### config.mk
export PLATFORM = sky130hd
export DESIGN_NAME = system_clock_power_mode_ctrl
export DESIGN_NICKNAME = d
export VERILOG_FILES = /design/src/rtl/clk_pm_pkg.sv /design/src/rtl/rc_edge_divider.sv /design/src/rtl/clk_glitch_free_mux.sv /design/src/rtl/system_clock_power_mode_ctrl.sv
export SDC_FILE = /design/constraint.sdc
export NUM_CORES = 1
export LEC_CHECK = 0
export BUFFER_PORTS_ARGS = -buffer_cell sky130_fd_sc_hd__buf_4
export CORE_AREA = 2 2 99 101
export DETAILED_ROUTE_END_ITERATION = 10
export DIE_AREA = 0 0 101 103
export PLACE_DENSITY = 0.86
export SLEW_MARGIN = 10
export SYNTH_ARGS = -nofsm -noshare
export SYNTH_HDL_FRONTEND = slang
export SYNTH_SLANG_ARGS = --single-unit
### constraint.sdc
create_clock -name aclk -period 2.2 [get_ports aclk]
set_input_delay 0.44 -clock aclk [delete_from_list [all_inputs] [get_ports aclk]]
set_output_delay 0.44 -clock aclk [all_outputs]
set_load 0.03 [all_outputs]
### src/rtl/clk_pm_pkg.sv
/*
 * Constants, state encodings and carrier types for the system clock and
 * power mode controller.
 * Assumes a single 40 MHz bus clock; the two RC oscillators arrive as
 * free-running square waves on pins and are sampled in that domain.
 */
package clk_pm_pkg;

    localparam logic [7:0] OFS_FLAG_STATUS = 8'h00;
    localparam logic [7:0] OFS_CLK_SELECT = 8'h04;
    localparam logic [7:0] OFS_HS_OSC_CTRL = 8'h08;
    localparam logic [7:0] OFS_IRQ_STATUS = 8'h0c;
    localparam logic [7:0] OFS_IRQ_MASK = 8'h10;

    localparam int TO_BIT = 5;
    localparam int PDF_BIT = 4;
    localparam int SEL_MSB = 7;
    localparam int SEL_LSB = 5;
    localparam int HS_KEEP_BIT = 1;
    localparam int LS_KEEP_BIT = 0;
    localparam int HS_STABLE_BIT = 1;
    localparam int HS_EN_BIT = 0;

    localparam int IRQ_TIMEOUT = 0;
    localparam int IRQ_HS_STABLE = 1;
    localparam int IRQ_SWITCH_DONE = 2;

    localparam logic [2:0] SEL_RST = 3'h0;
    localparam logic [2:0] SEL_SUB = 3'h7;
    localparam logic HS_EN_RST = 1'b1;
    localparam logic KEEP_RST = 1'b0;
    localparam logic [2:0] IRQ_MASK_RST = 3'h0;

    // oscillator edges counted before a source is taken as stable
    localparam logic [7:0] HS_STABLE_EDGES = 8'h10;
    localparam logic [7:0] LS_STABLE_EDGES = 8'h04;

    localparam logic [1:0] RESP_OKAY = 2'h0;
    localparam logic [1:0] RESP_SLVERR = 2'h2;

    typedef enum logic [4:0] {
        PM_RUN = 5'h01,
        PM_SLEEP = 5'h02,
        PM_NAP_SUB_ON = 5'h04,
        PM_NAP_BOTH_ON = 5'h08,
        PM_NAP_HIGH_ON = 5'h10
    } pm_state_e;

    typedef enum logic [2:0] {
        SW_FOLLOW = 3'h1,
        SW_WAIT_OLD = 3'h2,
        SW_WAIT_NEW = 3'h4
    } sw_state_e;

    typedef struct packed {
        logic cpu_run;
        logic hs_osc_run;
        logic ls_osc_run;
        logic system_clock;
        logic high_clock;
        logic sub_clock;
        logic low_rc_clock;
    } clocks_s;

endpackage : clk_pm_pkg

### src/rtl/rc_edge_divider.sv
/*
 * Samples one RC oscillator pin and produces its filtered level plus
 * binary divided versions (taps 0..6 = divide by 1..64).
 * Assumes the pin is asynchronous and much slower than aclk/2.
 */
`timescale 1ns/1ps
`default_nettype none
module rc_edge_divider
(
    input wire logic aclk,
    input wire logic aresetn,
    input wire logic rc_pin,
    output logic [6:0] taps,
    output logic rise
);

    logic [2:0] sync_ff;
    logic level_ff;
    logic [5:0] cnt_ff;
    logic agree;

    always_ff @(posedge aclk)
    begin
        if (!aresetn)
            sync_ff <= 3'h0;
        else
            sync_ff <= {sync_ff[1:0], rc_pin};
    end

    // only the second and third stage are looked at
    assign agree = (sync_ff[1] == sync_ff[2]);
    assign rise = agree & sync_ff[2] & ~level_ff;

    always_ff @(posedge aclk)
    begin
        if (!aresetn)
            level_ff <= 1'b0;
        else if (agree)
            level_ff <= sync_ff[2];
    end

    always_ff @(posedge aclk)
    begin
        if (!aresetn)
            cnt_ff <= 6'h00;
        else if (rise)
            cnt_ff <= cnt_ff + 6'h01;
    end

    assign taps[0] = level_ff;
    genvar gi;
    generate
        for (gi = 1; gi < 7; gi++)
        begin : g_tap
            assign taps[gi] = cnt_ff[gi-1];
        end
    endgenerate

endmodule : rc_edge_divider
`default_nettype wire

### src/rtl/clk_glitch_free_mux.sv
/*
 * Glitch-free selection among eight clock levels sampled on aclk.
 * Assumes the requested source is toggling; a dead target would stall
 * the switch with the output held low.
 */
`timescale 1ns/1ps
`default_nettype none
module clk_glitch_free_mux
(
    input wire logic aclk,
    input wire logic aresetn,
    input wire logic [7:0] src,
    input wire logic [2:0] target,
    output logic clk_out,
    output logic [2:0] cur_sel,
    output logic switch_done
);

    clk_pm_pkg::sw_state_e state_ff;
    logic [2:0] sel_ff;
    logic [2:0] tgt_ff;
    logic [7:0] prev_ff;
    logic out_ff;
    logic done_ff;
    logic [7:0] fall;

    assign fall = prev_ff & ~src;

    always_ff @(posedge aclk)
    begin
        if (!aresetn)
            prev_ff <= 8'h00;
        else
            prev_ff <= src;
    end

    // old source is parked low, then the new one is joined at its falling
    // edge so both phases that follow are full length
    always_ff @(posedge aclk)
    begin
        if (!aresetn)
        begin
            state_ff <= clk_pm_pkg::SW_FOLLOW;
            sel_ff <= clk_pm_pkg::SEL_RST;
            tgt_ff <= clk_pm_pkg::SEL_RST;
            done_ff <= 1'b0;
        end
        else
        begin
            done_ff <= 1'b0;
            case (state_ff)
                clk_pm_pkg::SW_FOLLOW:
                    if (target != sel_ff)
                    begin
                        tgt_ff <= target;
                        state_ff <= clk_pm_pkg::SW_WAIT_OLD;
                    end
                clk_pm_pkg::SW_WAIT_OLD:
                    if (!src[sel_ff])
                        state_ff <= clk_pm_pkg::SW_WAIT_NEW;
                clk_pm_pkg::SW_WAIT_NEW:
                    if (fall[tgt_ff])
                    begin
                        sel_ff <= tgt_ff;
                        done_ff <= 1'b1;
                        state_ff <= clk_pm_pkg::SW_FOLLOW;
                    end
                default:
                    state_ff <= clk_pm_pkg::SW_FOLLOW;
            endcase
        end
    end

    always_ff @(posedge aclk)
    begin
        if (!aresetn)
            out_ff <= 1'b0;
        else if (state_ff == clk_pm_pkg::SW_WAIT_NEW)
            out_ff <= 1'b0;
        else
            out_ff <= src[sel_ff];
    end

    assign clk_out = out_ff;
    assign cur_sel = sel_ff;
    assign switch_done = done_ff;

endmodule : clk_glitch_free_mux
`default_nettype wire

### src/rtl/system_clock_power_mode_ctrl.sv
/*
 * Clock source selection, halt/wake power modes, watchdog and power down
 * flags, with an AXI4-Lite register slave and one level interrupt.
 * Assumes the CPU core pulses halt, clear and wake for one aclk cycle and
 * that the watchdog gives its enable as a level on aclk.
 */
// Local design decisions: the address map and the AXI4-Lite interface to the registers.
`timescale 1ns/1ps
`default_nettype none
module system_clock_power_mode_ctrl
(
    input wire logic aclk,
    input wire logic aresetn,
    input wire logic [7:0] s_axi_awaddr,
    input wire logic s_axi_awvalid,
    output logic s_axi_awready,
    input wire logic [31:0] s_axi_wdata,
    input wire logic [3:0] s_axi_wstrb,
    input wire logic s_axi_wvalid,
    output logic s_axi_wready,
    output logic [1:0] s_axi_bresp,
    output logic s_axi_bvalid,
    input wire logic s_axi_bready,
    input wire logic [7:0] s_axi_araddr,
    input wire logic s_axi_arvalid,
    output logic s_axi_arready,
    output logic [31:0] s_axi_rdata,
    output logic [1:0] s_axi_rresp,
    output logic s_axi_rvalid,
    input wire logic s_axi_rready,
    input wire logic high_speed_rc,
    input wire logic low_speed_rc,
    input wire logic halt_instr,
    input wire logic watchdog_clear_instr,
    input wire logic watchdog_timeout,
    input wire logic watchdog_enable,
    input wire logic wake_event,
    input wire logic [3:0] alu_flags,
    output clk_pm_pkg::clocks_s clocks,
    output logic irq
);

    logic [6:0] hs_taps;
    logic [6:0] ls_taps;
    logic hs_rise;
    logic ls_rise;
    logic mux_out;
    logic [2:0] mux_sel;
    logic switch_done;
    logic [2:0] mux_target;

    logic [2:0] clk_sel_ff;
    logic hs_keep_ff;
    logic ls_keep_ff;
    logic hs_en_ff;
    logic to_ff;
    logic pdf_ff;
    logic [2:0] irq_stat_ff;
    logic [2:0] irq_mask_ff;
    logic [7:0] hs_cnt_ff;
    logic [7:0] ls_cnt_ff;
    logic hs_stable_prev_ff;
    logic sys_gate_ff;
    clk_pm_pkg::pm_state_e state_ff;
    clk_pm_pkg::clocks_s clocks_ff;
    clk_pm_pkg::clocks_s nxt_clocks;

    logic aw_hold_ff;
    logic w_hold_ff;
    logic [7:0] waddr_ff;
    logic [7:0] wdata_ff;
    logic wstrb0_ff;
    logic bvalid_ff;
    logic [1:0] bresp_ff;
    logic rvalid_ff;
    logic [31:0] rdata_ff;
    logic [1:0] rresp_ff;

    logic hs_stable;
    logic ls_stable;
    logic halt_taken;
    logic do_write;
    logic wr_en;
    logic rd_take;
    logic rd_clear;
    logic [2:0] irq_events;
    logic [7:0] nxt_rdata;
    logic nxt_rd_ok;
    logic hs_on;
    logic sub_on;
    logic low_speed_rc_on;
    logic sys_on;

    rc_edge_divider u_hs_div
    (
        .aclk(aclk),
        .aresetn(aresetn),
        .rc_pin(high_speed_rc),
        .taps(hs_taps),
        .rise(hs_rise)
    );

    rc_edge_divider u_ls_div
    (
        .aclk(aclk),
        .aresetn(aresetn),
        .rc_pin(low_speed_rc),
        .taps(ls_taps),
        .rise(ls_rise)
    );

    // the sub clock is the undivided low speed RC level
    clk_glitch_free_mux u_mux
    (
        .aclk(aclk),
        .aresetn(aresetn),
        .src({ls_taps[0], hs_taps}),
        .target(mux_target),
        .clk_out(mux_out),
        .cur_sel(mux_sel),
        .switch_done(switch_done)
    );

    // stability counters restart whenever an oscillator is stopped
    always_ff @(posedge aclk)
    begin
        if (!aresetn)
            hs_cnt_ff <= 8'h00;
        else if (!clocks_ff.hs_osc_run)
            hs_cnt_ff <= 8'h00;
        else if (hs_rise && !hs_stable)
            hs_cnt_ff <= hs_cnt_ff + 8'h01;
    end

    always_ff @(posedge aclk)
    begin
        if (!aresetn)
            ls_cnt_ff <= 8'h00;
        else if (!clocks_ff.ls_osc_run)
            ls_cnt_ff <= 8'h00;
        else if (ls_rise && !ls_stable)
            ls_cnt_ff <= ls_cnt_ff + 8'h01;
    end

    assign hs_stable = (hs_cnt_ff == clk_pm_pkg::HS_STABLE_EDGES);
    assign ls_stable = (ls_cnt_ff == clk_pm_pkg::LS_STABLE_EDGES);

    // an unready target leaves the mux on the clock it already runs
    always_comb
    begin
        mux_target = mux_sel;
        if (clk_sel_ff == clk_pm_pkg::SEL_SUB)
        begin
            if (ls_stable)
                mux_target = clk_sel_ff;
        end
        else if (hs_stable)
            mux_target = clk_sel_ff;
    end

    assign halt_taken = halt_instr && (state_ff == clk_pm_pkg::PM_RUN);

    always_ff @(posedge aclk)
    begin
        if (!aresetn)
            state_ff <= clk_pm_pkg::PM_RUN;
        else
        begin
            case (state_ff)
                clk_pm_pkg::PM_RUN:
                    if (halt_taken)
                    begin
                        if (hs_keep_ff && ls_keep_ff)
                            state_ff <= clk_pm_pkg::PM_NAP_BOTH_ON;
                        else if (hs_keep_ff)
                            state_ff <= clk_pm_pkg::PM_NAP_HIGH_ON;
                        else if (ls_keep_ff)
                            state_ff <= clk_pm_pkg::PM_NAP_SUB_ON;
                        else
                            state_ff <= clk_pm_pkg::PM_SLEEP;
                    end
                clk_pm_pkg::PM_SLEEP,
                clk_pm_pkg::PM_NAP_SUB_ON,
                clk_pm_pkg::PM_NAP_BOTH_ON,
                clk_pm_pkg::PM_NAP_HIGH_ON:
                    if (wake_event)
                        state_ff <= clk_pm_pkg::PM_RUN;
                default:
                    state_ff <= clk_pm_pkg::PM_RUN;
            endcase
        end
    end

    always_comb
    begin
        hs_on = 1'b0;
        sub_on = 1'b0;
        low_speed_rc_on = 1'b1;
        sys_on = 1'b0;
        case (state_ff)
            clk_pm_pkg::PM_RUN:
            begin
                // FAST always needs the high RC; SLOW leaves it to software
                hs_on = (clk_sel_ff != clk_pm_pkg::SEL_SUB) || hs_en_ff;
                sub_on = 1'b1;
                sys_on = 1'b1;
            end
            clk_pm_pkg::PM_SLEEP:
                low_speed_rc_on = watchdog_enable;
            clk_pm_pkg::PM_NAP_SUB_ON:
            begin
                sub_on = 1'b1;
                sys_on = (clk_sel_ff == clk_pm_pkg::SEL_SUB);
            end
            clk_pm_pkg::PM_NAP_BOTH_ON:
            begin
                hs_on = 1'b1;
                sub_on = 1'b1;
                sys_on = 1'b1;
            end
            clk_pm_pkg::PM_NAP_HIGH_ON:
            begin
                hs_on = 1'b1;
                sys_on = (clk_sel_ff != clk_pm_pkg::SEL_SUB);
            end
            default:
                low_speed_rc_on = 1'b1;
        endcase
    end

    // gate only moves while the muxed clock is low, so no runt pulse
    always_ff @(posedge aclk)
    begin
        if (!aresetn)
            sys_gate_ff <= 1'b1;
        else if (!mux_out)
            sys_gate_ff <= sys_on;
    end

    always_comb
    begin
        nxt_clocks.cpu_run = (state_ff == clk_pm_pkg::PM_RUN);
        nxt_clocks.hs_osc_run = hs_on;
        nxt_clocks.ls_osc_run = low_speed_rc_on;
        nxt_clocks.system_clock = mux_out & sys_gate_ff;
        nxt_clocks.high_clock = hs_taps[0] & hs_on & hs_stable;
        nxt_clocks.sub_clock = ls_taps[0] & sub_on;
        nxt_clocks.low_rc_clock = ls_taps[0] & low_speed_rc_on;
    end

    always_ff @(posedge aclk)
    begin
        if (!aresetn)
            clocks_ff <= '0;
        else
            clocks_ff <= nxt_clocks;
    end

    assign clocks = clocks_ff;

    // flag sets win over clears arriving in the same cycle
    always_ff @(posedge aclk)
    begin
        if (!aresetn)
            to_ff <= 1'b0;
        else if (watchdog_timeout)
            to_ff <= 1'b1;
        else if (watchdog_clear_instr || halt_taken)
            to_ff <= 1'b0;
    end

    always_ff @(posedge aclk)
    begin
        if (!aresetn)
            pdf_ff <= 1'b0;
        else if (halt_taken)
            pdf_ff <= 1'b1;
        else if (watchdog_clear_instr)
            pdf_ff <= 1'b0;
    end

    assign s_axi_awready = ~aw_hold_ff & ~bvalid_ff;
    assign s_axi_wready = ~w_hold_ff & ~bvalid_ff;
    assign do_write = aw_hold_ff & w_hold_ff & ~bvalid_ff;
    assign wr_en = do_write & wstrb0_ff;

    always_ff @(posedge aclk)
    begin
        if (!aresetn)
        begin
            aw_hold_ff <= 1'b0;
            waddr_ff <= 8'h00;
        end
        else if (s_axi_awvalid && s_axi_awready)
        begin
            aw_hold_ff <= 1'b1;
            waddr_ff <= s_axi_awaddr;
        end
        else if (do_write)
            aw_hold_ff <= 1'b0;
    end

    always_ff @(posedge aclk)
    begin
        if (!aresetn)
        begin
            w_hold_ff <= 1'b0;
            wdata_ff <= 8'h00;
            wstrb0_ff <= 1'b0;
        end
        else if (s_axi_wvalid && s_axi_wready)
        begin
            w_hold_ff <= 1'b1;
            wdata_ff <= s_axi_wdata[7:0];
            wstrb0_ff <= s_axi_wstrb[0];
        end
        else if (do_write)
            w_hold_ff <= 1'b0;
    end

    always_ff @(posedge aclk)
    begin
        if (!aresetn)
        begin
            bvalid_ff <= 1'b0;
            bresp_ff <= clk_pm_pkg::RESP_OKAY;
        end
        else if (do_write)
        begin
            bvalid_ff <= 1'b1;
            if (waddr_ff[7:2] > clk_pm_pkg::OFS_IRQ_MASK[7:2]
                || waddr_ff[1:0] != 2'h0)
                bresp_ff <= clk_pm_pkg::RESP_SLVERR;
            else
                bresp_ff <= clk_pm_pkg::RESP_OKAY;
        end
        else if (s_axi_bready)
            bvalid_ff <= 1'b0;
    end

    // writes to the flag status or irq status word change nothing
    always_ff @(posedge aclk)
    begin
        if (!aresetn)
        begin
            clk_sel_ff <= clk_pm_pkg::SEL_RST;
            hs_keep_ff <= clk_pm_pkg::KEEP_RST;
            ls_keep_ff <= clk_pm_pkg::KEEP_RST;
            hs_en_ff <= clk_pm_pkg::HS_EN_RST;
            irq_mask_ff <= clk_pm_pkg::IRQ_MASK_RST;
        end
        else if (wr_en)
        begin
            if (waddr_ff == clk_pm_pkg::OFS_CLK_SELECT)
            begin
                clk_sel_ff <= wdata_ff[clk_pm_pkg::SEL_MSB:
                                       clk_pm_pkg::SEL_LSB];
                hs_keep_ff <= wdata_ff[clk_pm_pkg::HS_KEEP_BIT];
                ls_keep_ff <= wdata_ff[clk_pm_pkg::LS_KEEP_BIT];
            end
            else if (waddr_ff == clk_pm_pkg::OFS_HS_OSC_CTRL)
                hs_en_ff <= wdata_ff[clk_pm_pkg::HS_EN_BIT];
            else if (waddr_ff == clk_pm_pkg::OFS_IRQ_MASK)
                irq_mask_ff <= wdata_ff[2:0];
        end
    end

    assign s_axi_bvalid = bvalid_ff;
    assign s_axi_bresp = bresp_ff;

    assign s_axi_arready = ~rvalid_ff;
    assign rd_take = s_axi_arvalid & ~rvalid_ff;
    assign rd_clear = rd_take && (s_axi_araddr == clk_pm_pkg::OFS_IRQ_STATUS);

    always_comb
    begin
        nxt_rdata = 8'h00;
        nxt_rd_ok = 1'b1;
        if (s_axi_araddr == clk_pm_pkg::OFS_FLAG_STATUS)
            nxt_rdata = {2'h0, to_ff, pdf_ff, alu_flags};
        else if (s_axi_araddr == clk_pm_pkg::OFS_CLK_SELECT)
            nxt_rdata = {clk_sel_ff, 3'h0, hs_keep_ff, ls_keep_ff};
        else if (s_axi_araddr == clk_pm_pkg::OFS_HS_OSC_CTRL)
            nxt_rdata = {6'h00, hs_stable, hs_en_ff};
        else if (s_axi_araddr == clk_pm_pkg::OFS_IRQ_STATUS)
            nxt_rdata = {5'h00, irq_stat_ff};
        else if (s_axi_araddr == clk_pm_pkg::OFS_IRQ_MASK)
            nxt_rdata = {5'h00, irq_mask_ff};
        else
            nxt_rd_ok = 1'b0;
    end

    always_ff @(posedge aclk)
    begin
        if (!aresetn)
        begin
            rvalid_ff <= 1'b0;
            rdata_ff <= 32'h00000000;
            rresp_ff <= clk_pm_pkg::RESP_OKAY;
        end
        else if (rd_take)
        begin
            rvalid_ff <= 1'b1;
            rdata_ff <= {24'h000000, nxt_rdata};
            rresp_ff <= nxt_rd_ok ? clk_pm_pkg::RESP_OKAY
                                  : clk_pm_pkg::RESP_SLVERR;
        end
        else if (s_axi_rready)
            rvalid_ff <= 1'b0;
    end

    assign s_axi_rvalid = rvalid_ff;
    assign s_axi_rdata = rdata_ff;
    assign s_axi_rresp = rresp_ff;

    always_ff @(posedge aclk)
    begin
        if (!aresetn)
            hs_stable_prev_ff <= 1'b0;
        else
            hs_stable_prev_ff <= hs_stable;
    end

    always_comb
    begin
        irq_events = 3'h0;
        irq_events[clk_pm_pkg::IRQ_TIMEOUT] = watchdog_timeout;
        irq_events[clk_pm_pkg::IRQ_HS_STABLE] = hs_stable & ~hs_stable_prev_ff;
        irq_events[clk_pm_pkg::IRQ_SWITCH_DONE] = switch_done;
    end

    always_ff @(posedge aclk)
    begin
        if (!aresetn)
            irq_stat_ff <= 3'h0;
        else
            irq_stat_ff <= (irq_stat_ff & {3{~rd_clear}}) | irq_events;
    end

    assign irq = |(irq_stat_ff & irq_mask_ff);

endmodule : system_clock_power_mode_ctrl
`default_nettype wire

==> results by group <==
Setup path
  – Startpoint Class: flip-flop
  – R2R depth: 7
  – Critical-path cell list: inv_1 > ha_1 > nor4b_4 > nand4_1 > o2111a_1 > a211oi_4 > mux2i_1
  – Reg2reg start: ls_cnt_ff[0]$_SDFFE_PN0P_
  – Endpoint class of the critical path: flip-flop
  – CP Data Required Time: 2.50 ns
  – Worst EP arrival: 2.30 ns
  – Crit Path Category: flip-flop to flip-flop
  – Slowest stage delay, CP: 0.37 ns
  – Slowest-stage cell, CP: a211oi_4
  – Crit path max fanout: 5
  – Critical Path Start: ls_cnt_ff[0]$_SDFFE_PN0P_

Run
  – Total of max-cap violations: 0

Global routing
  – Initial antenna violation count: 0
  – Total GRT Usage: 20.3%
  – Grt total ovfl: 0
  – Pin count of the biggest net entering global routing: 35
  – Global-route wire length before repair: 16900 um
  – Vias in the first global route: 3724

Yosys
  – Synthesized instance count: 541
  – Mapped cell area: 4820 um2
  – Predominant post-synthesis flop cell: dfxtp_1
  – Post-synth EDFFs: 0
  – Ys async rst share: 0%
  – Synth Area per Inst: 8.92 um2
  – Seq cells post-synth: 106
  – Unique masters post-synth: 57
  – Syn. warnings: 0
  – Sequential fraction of the synthesis area: 44.0%

Die
  – # rows: 36
  – Die X: 101 um
  – IO Pins: 119
  – Die Area: 10400 um2
  – Core area: 9460 um2
  – Die height: 103 um
  – Initial Util: 51.0%

Detailed routing
  – Vias: 3921
  – Routed length per placed instance: 14.1 um
  – First-pass DRT Iterations: 5
  – ANT nets after route: 0
  – DRC violations left: 0
  – DRT Wirelength: 10100 um
  – DRT iter0 DRCs: 198
  – Vias/cell: 5.47

Place
  – Port Buf Inserts: 63
  – DP HPWL: 7450 um
  – Place WS: 0.137 ns
  – GP Congestion: 0.931

Finish
  – # nets final: 675
  – Fill cell count: 803
  – Area delta synth->final: 14.0%
  – Fin util: 58.2%
  – Inserted Diodes: 0
  – Share of layout cells above drive strength 1: 16.9%

Timing
  – Max-slew headroom: 56.6%
  – Fmax: 501 MHz
  – Clk_skew: 0.0168 ns
  – Slew Limit Fails: 0
  – Hold Violations, Final: 0
  – Final TNS setup: 0 ns
  – Worst setup slack after layout: 0.206 ns
  – Worst slew pin tran: 0.650 ns
  – Unrepaired setup endpoints after global routing: false
  – Final period util: 90.7%
  – Hold WS: 0.235 ns
  – Fin crit period: 1.99 ns
  – Final setup vio count: 0

Clock network
  – Clock Latency Late Sink: 0.38 ns
  – TritonCTS buffer count: 9
  – CTS root buf: clkbuf_8
  – Clock-pin slew on the worst setup and hold paths: 0.11 ns
  – CTS Hold Bufs: 0
  – Clock Sinks: 106
  – Post_cts resized: 0
  – # H-tree levels: 3
  – CTS tree: yes
  – Number of setup buffers added after CTS: 0
  – Clock Tree Buf Depth: 2

Power
  – Peak supply drop: 0.000436 V
  – Total power: 3.52 mW
  – Power per cell area: 640 nW/um2
  – Lkg Pwr: 2.22 nW

Min path
  – Hold WC Path Type: input pin to flip-flop
  – Hold Crit Depth: 2
  – Worst hold start: s_axi_rready

Status
  – Status: complete, no violations
per-layer routing:
| layer | vias to the layer above | part of all wire, % | global-route usage, % |
|---|---|---|---|
| met3 | 17 | 5.2 | 5.22 |
| li1 | 1943 | - | - |
| met2 | 127 | 49 | 36.4 |
| met5 | - | 0 | 0 |
| met1 | 1834 | 44 | 23.9 |
| met4 | 0 | 1.6 | 6.44 |
synthesized netlist by cell type, types with 5 or more instances:
cell type	n	share of area [%]
nand4_1	13	1.7
nand3_1	13	1.3
nor2_1	69	5.4
o21ai_0	16	1.7
xnor2_1	5	0.91
nand3b_1	5	0.78
nor3_1	6	0.62
ha_1	7	1.8
inv_1	18	1.4
a21oi_1	44	4.6
mux2i_1	22	4.6
and2_1	16	2.1
buf_4	26	4.0
and3_1	6	0.78
nor2b_1	7	0.91
nand2b_1	8	1.0
clkbuf_1	20	1.6
xor2_1	13	2.4
dfxtp_1	106	44
nand2_1	51	4.0
power by group:
part / internal (mW) / leakage [nW] / total (mW) / switching (mW)
sequential: 1.97 / 0.862 / 2.01 / 0.0425
clock: 0.434 / 0.0975 / 1.13 / 0.693
combinational: 0.143 / 1.26 / 0.383 / 0.241
total: 2.55 / 2.22 / 3.52 / 0.977
flip-flops by register name (all words and copies together) (netlist names), 3 cells and up:
| register | cells |
|---|---|
| hs_cnt_ff | 8 |
| ls_cnt_ff | 8 |
| s_axi_rdata | 8 |
| u_mux.state_ff | 3 |
| waddr_ff | 8 |
| u_ls_div.sync_ff | 3 |
| u_mux.prev_ff | 8 |
| state_ff | 5 |
| irq_stat_ff | 3 |
| wdata_ff | 6 |
| u_mux.cur_sel | 3 |
| u_hs_div.cnt_ff | 6 |
| irq_mask_ff | 3 |
| clk_sel_ff | 3 |
| u_hs_div.sync_ff | 3 |
| u_mux.tgt_ff | 3 |
| clocks | 7 |
path summary, 6_finish.rpt:
check             slack [ns]                             end
setup / recovery        0.21    u_mux.tgt_ff[1]$_SDFFE_PN0P_
hold / removal          0.24       s_axi_rvalid$_SDFFE_PN0P_
setup reg to reg        0.21    u_mux.tgt_ff[1]$_SDFFE_PN0P_
hold reg to reg         0.44  u_hs_div.sync_ff[1]$_SDFF_PN0_
area by class of cell:
type                       instances  area (um2)  share of cell area (%)
clock buffer                       9         124                    2.25
clock inverter                     7        61.3                    1.11
inverter                          19        71.3                    1.30
multi-input combinational        391        2430                    44.3
sequential                       106        2120                    38.6
tap                              114         143                    2.59
timing repair buffer              71         546                    9.92
cells by family (layout without fill, tap and decap cells):
kind of cell,after synthesis,in the layout,share of synthesized area [%]
simple gates,213,213,23.3
flops,106,106,44.0
compound gates,101,101,13.6
buf+inv,69,106,7.49
mux,26,26,6.43
xor+xnor,18,18,3.27
fa+ha+maj,7,7,1.82
other cells,1,26,0.0777
through the flow:
step                instances  area [um2]
finish                    717        5500
global placement          701        5320
detailed placement        701        5320
global route              717        5500
floorplan                 566        4920
CTS                       717        5500
cell usage in the layout (no fill, tap or decap), types with 5 or more instances in the layout:
cell type,instances
clkbuf_8,9
nor2b_1,7
nand3_1,13
conb_1,26
nand4_1,13
and2_1,16
o21ai_0,16
and3_1,6
nand2b_1,8
nor3_1,6
a21oi_1,44
mux2i_1,22
xor2_1,13
buf_4,70
dfxtp_1,106
nand2_1,51
xnor2_1,5
nand3b_1,5
ha_1,7
nor2_1,69
inv_1,18
critical path: cells and delay by family, from the launching register on:
kind,cells,cell delay (ns)
AO/OA/AOI/OAI,2,0.60
adder cells (fa/ha/maj),1,0.13
buffers and inverters,1,0.07
flip-flops,1,0.35
multiplexers,1,0.23
AND/OR/NAND/NOR,2,0.55
Power figures use the tool's default switching activity.
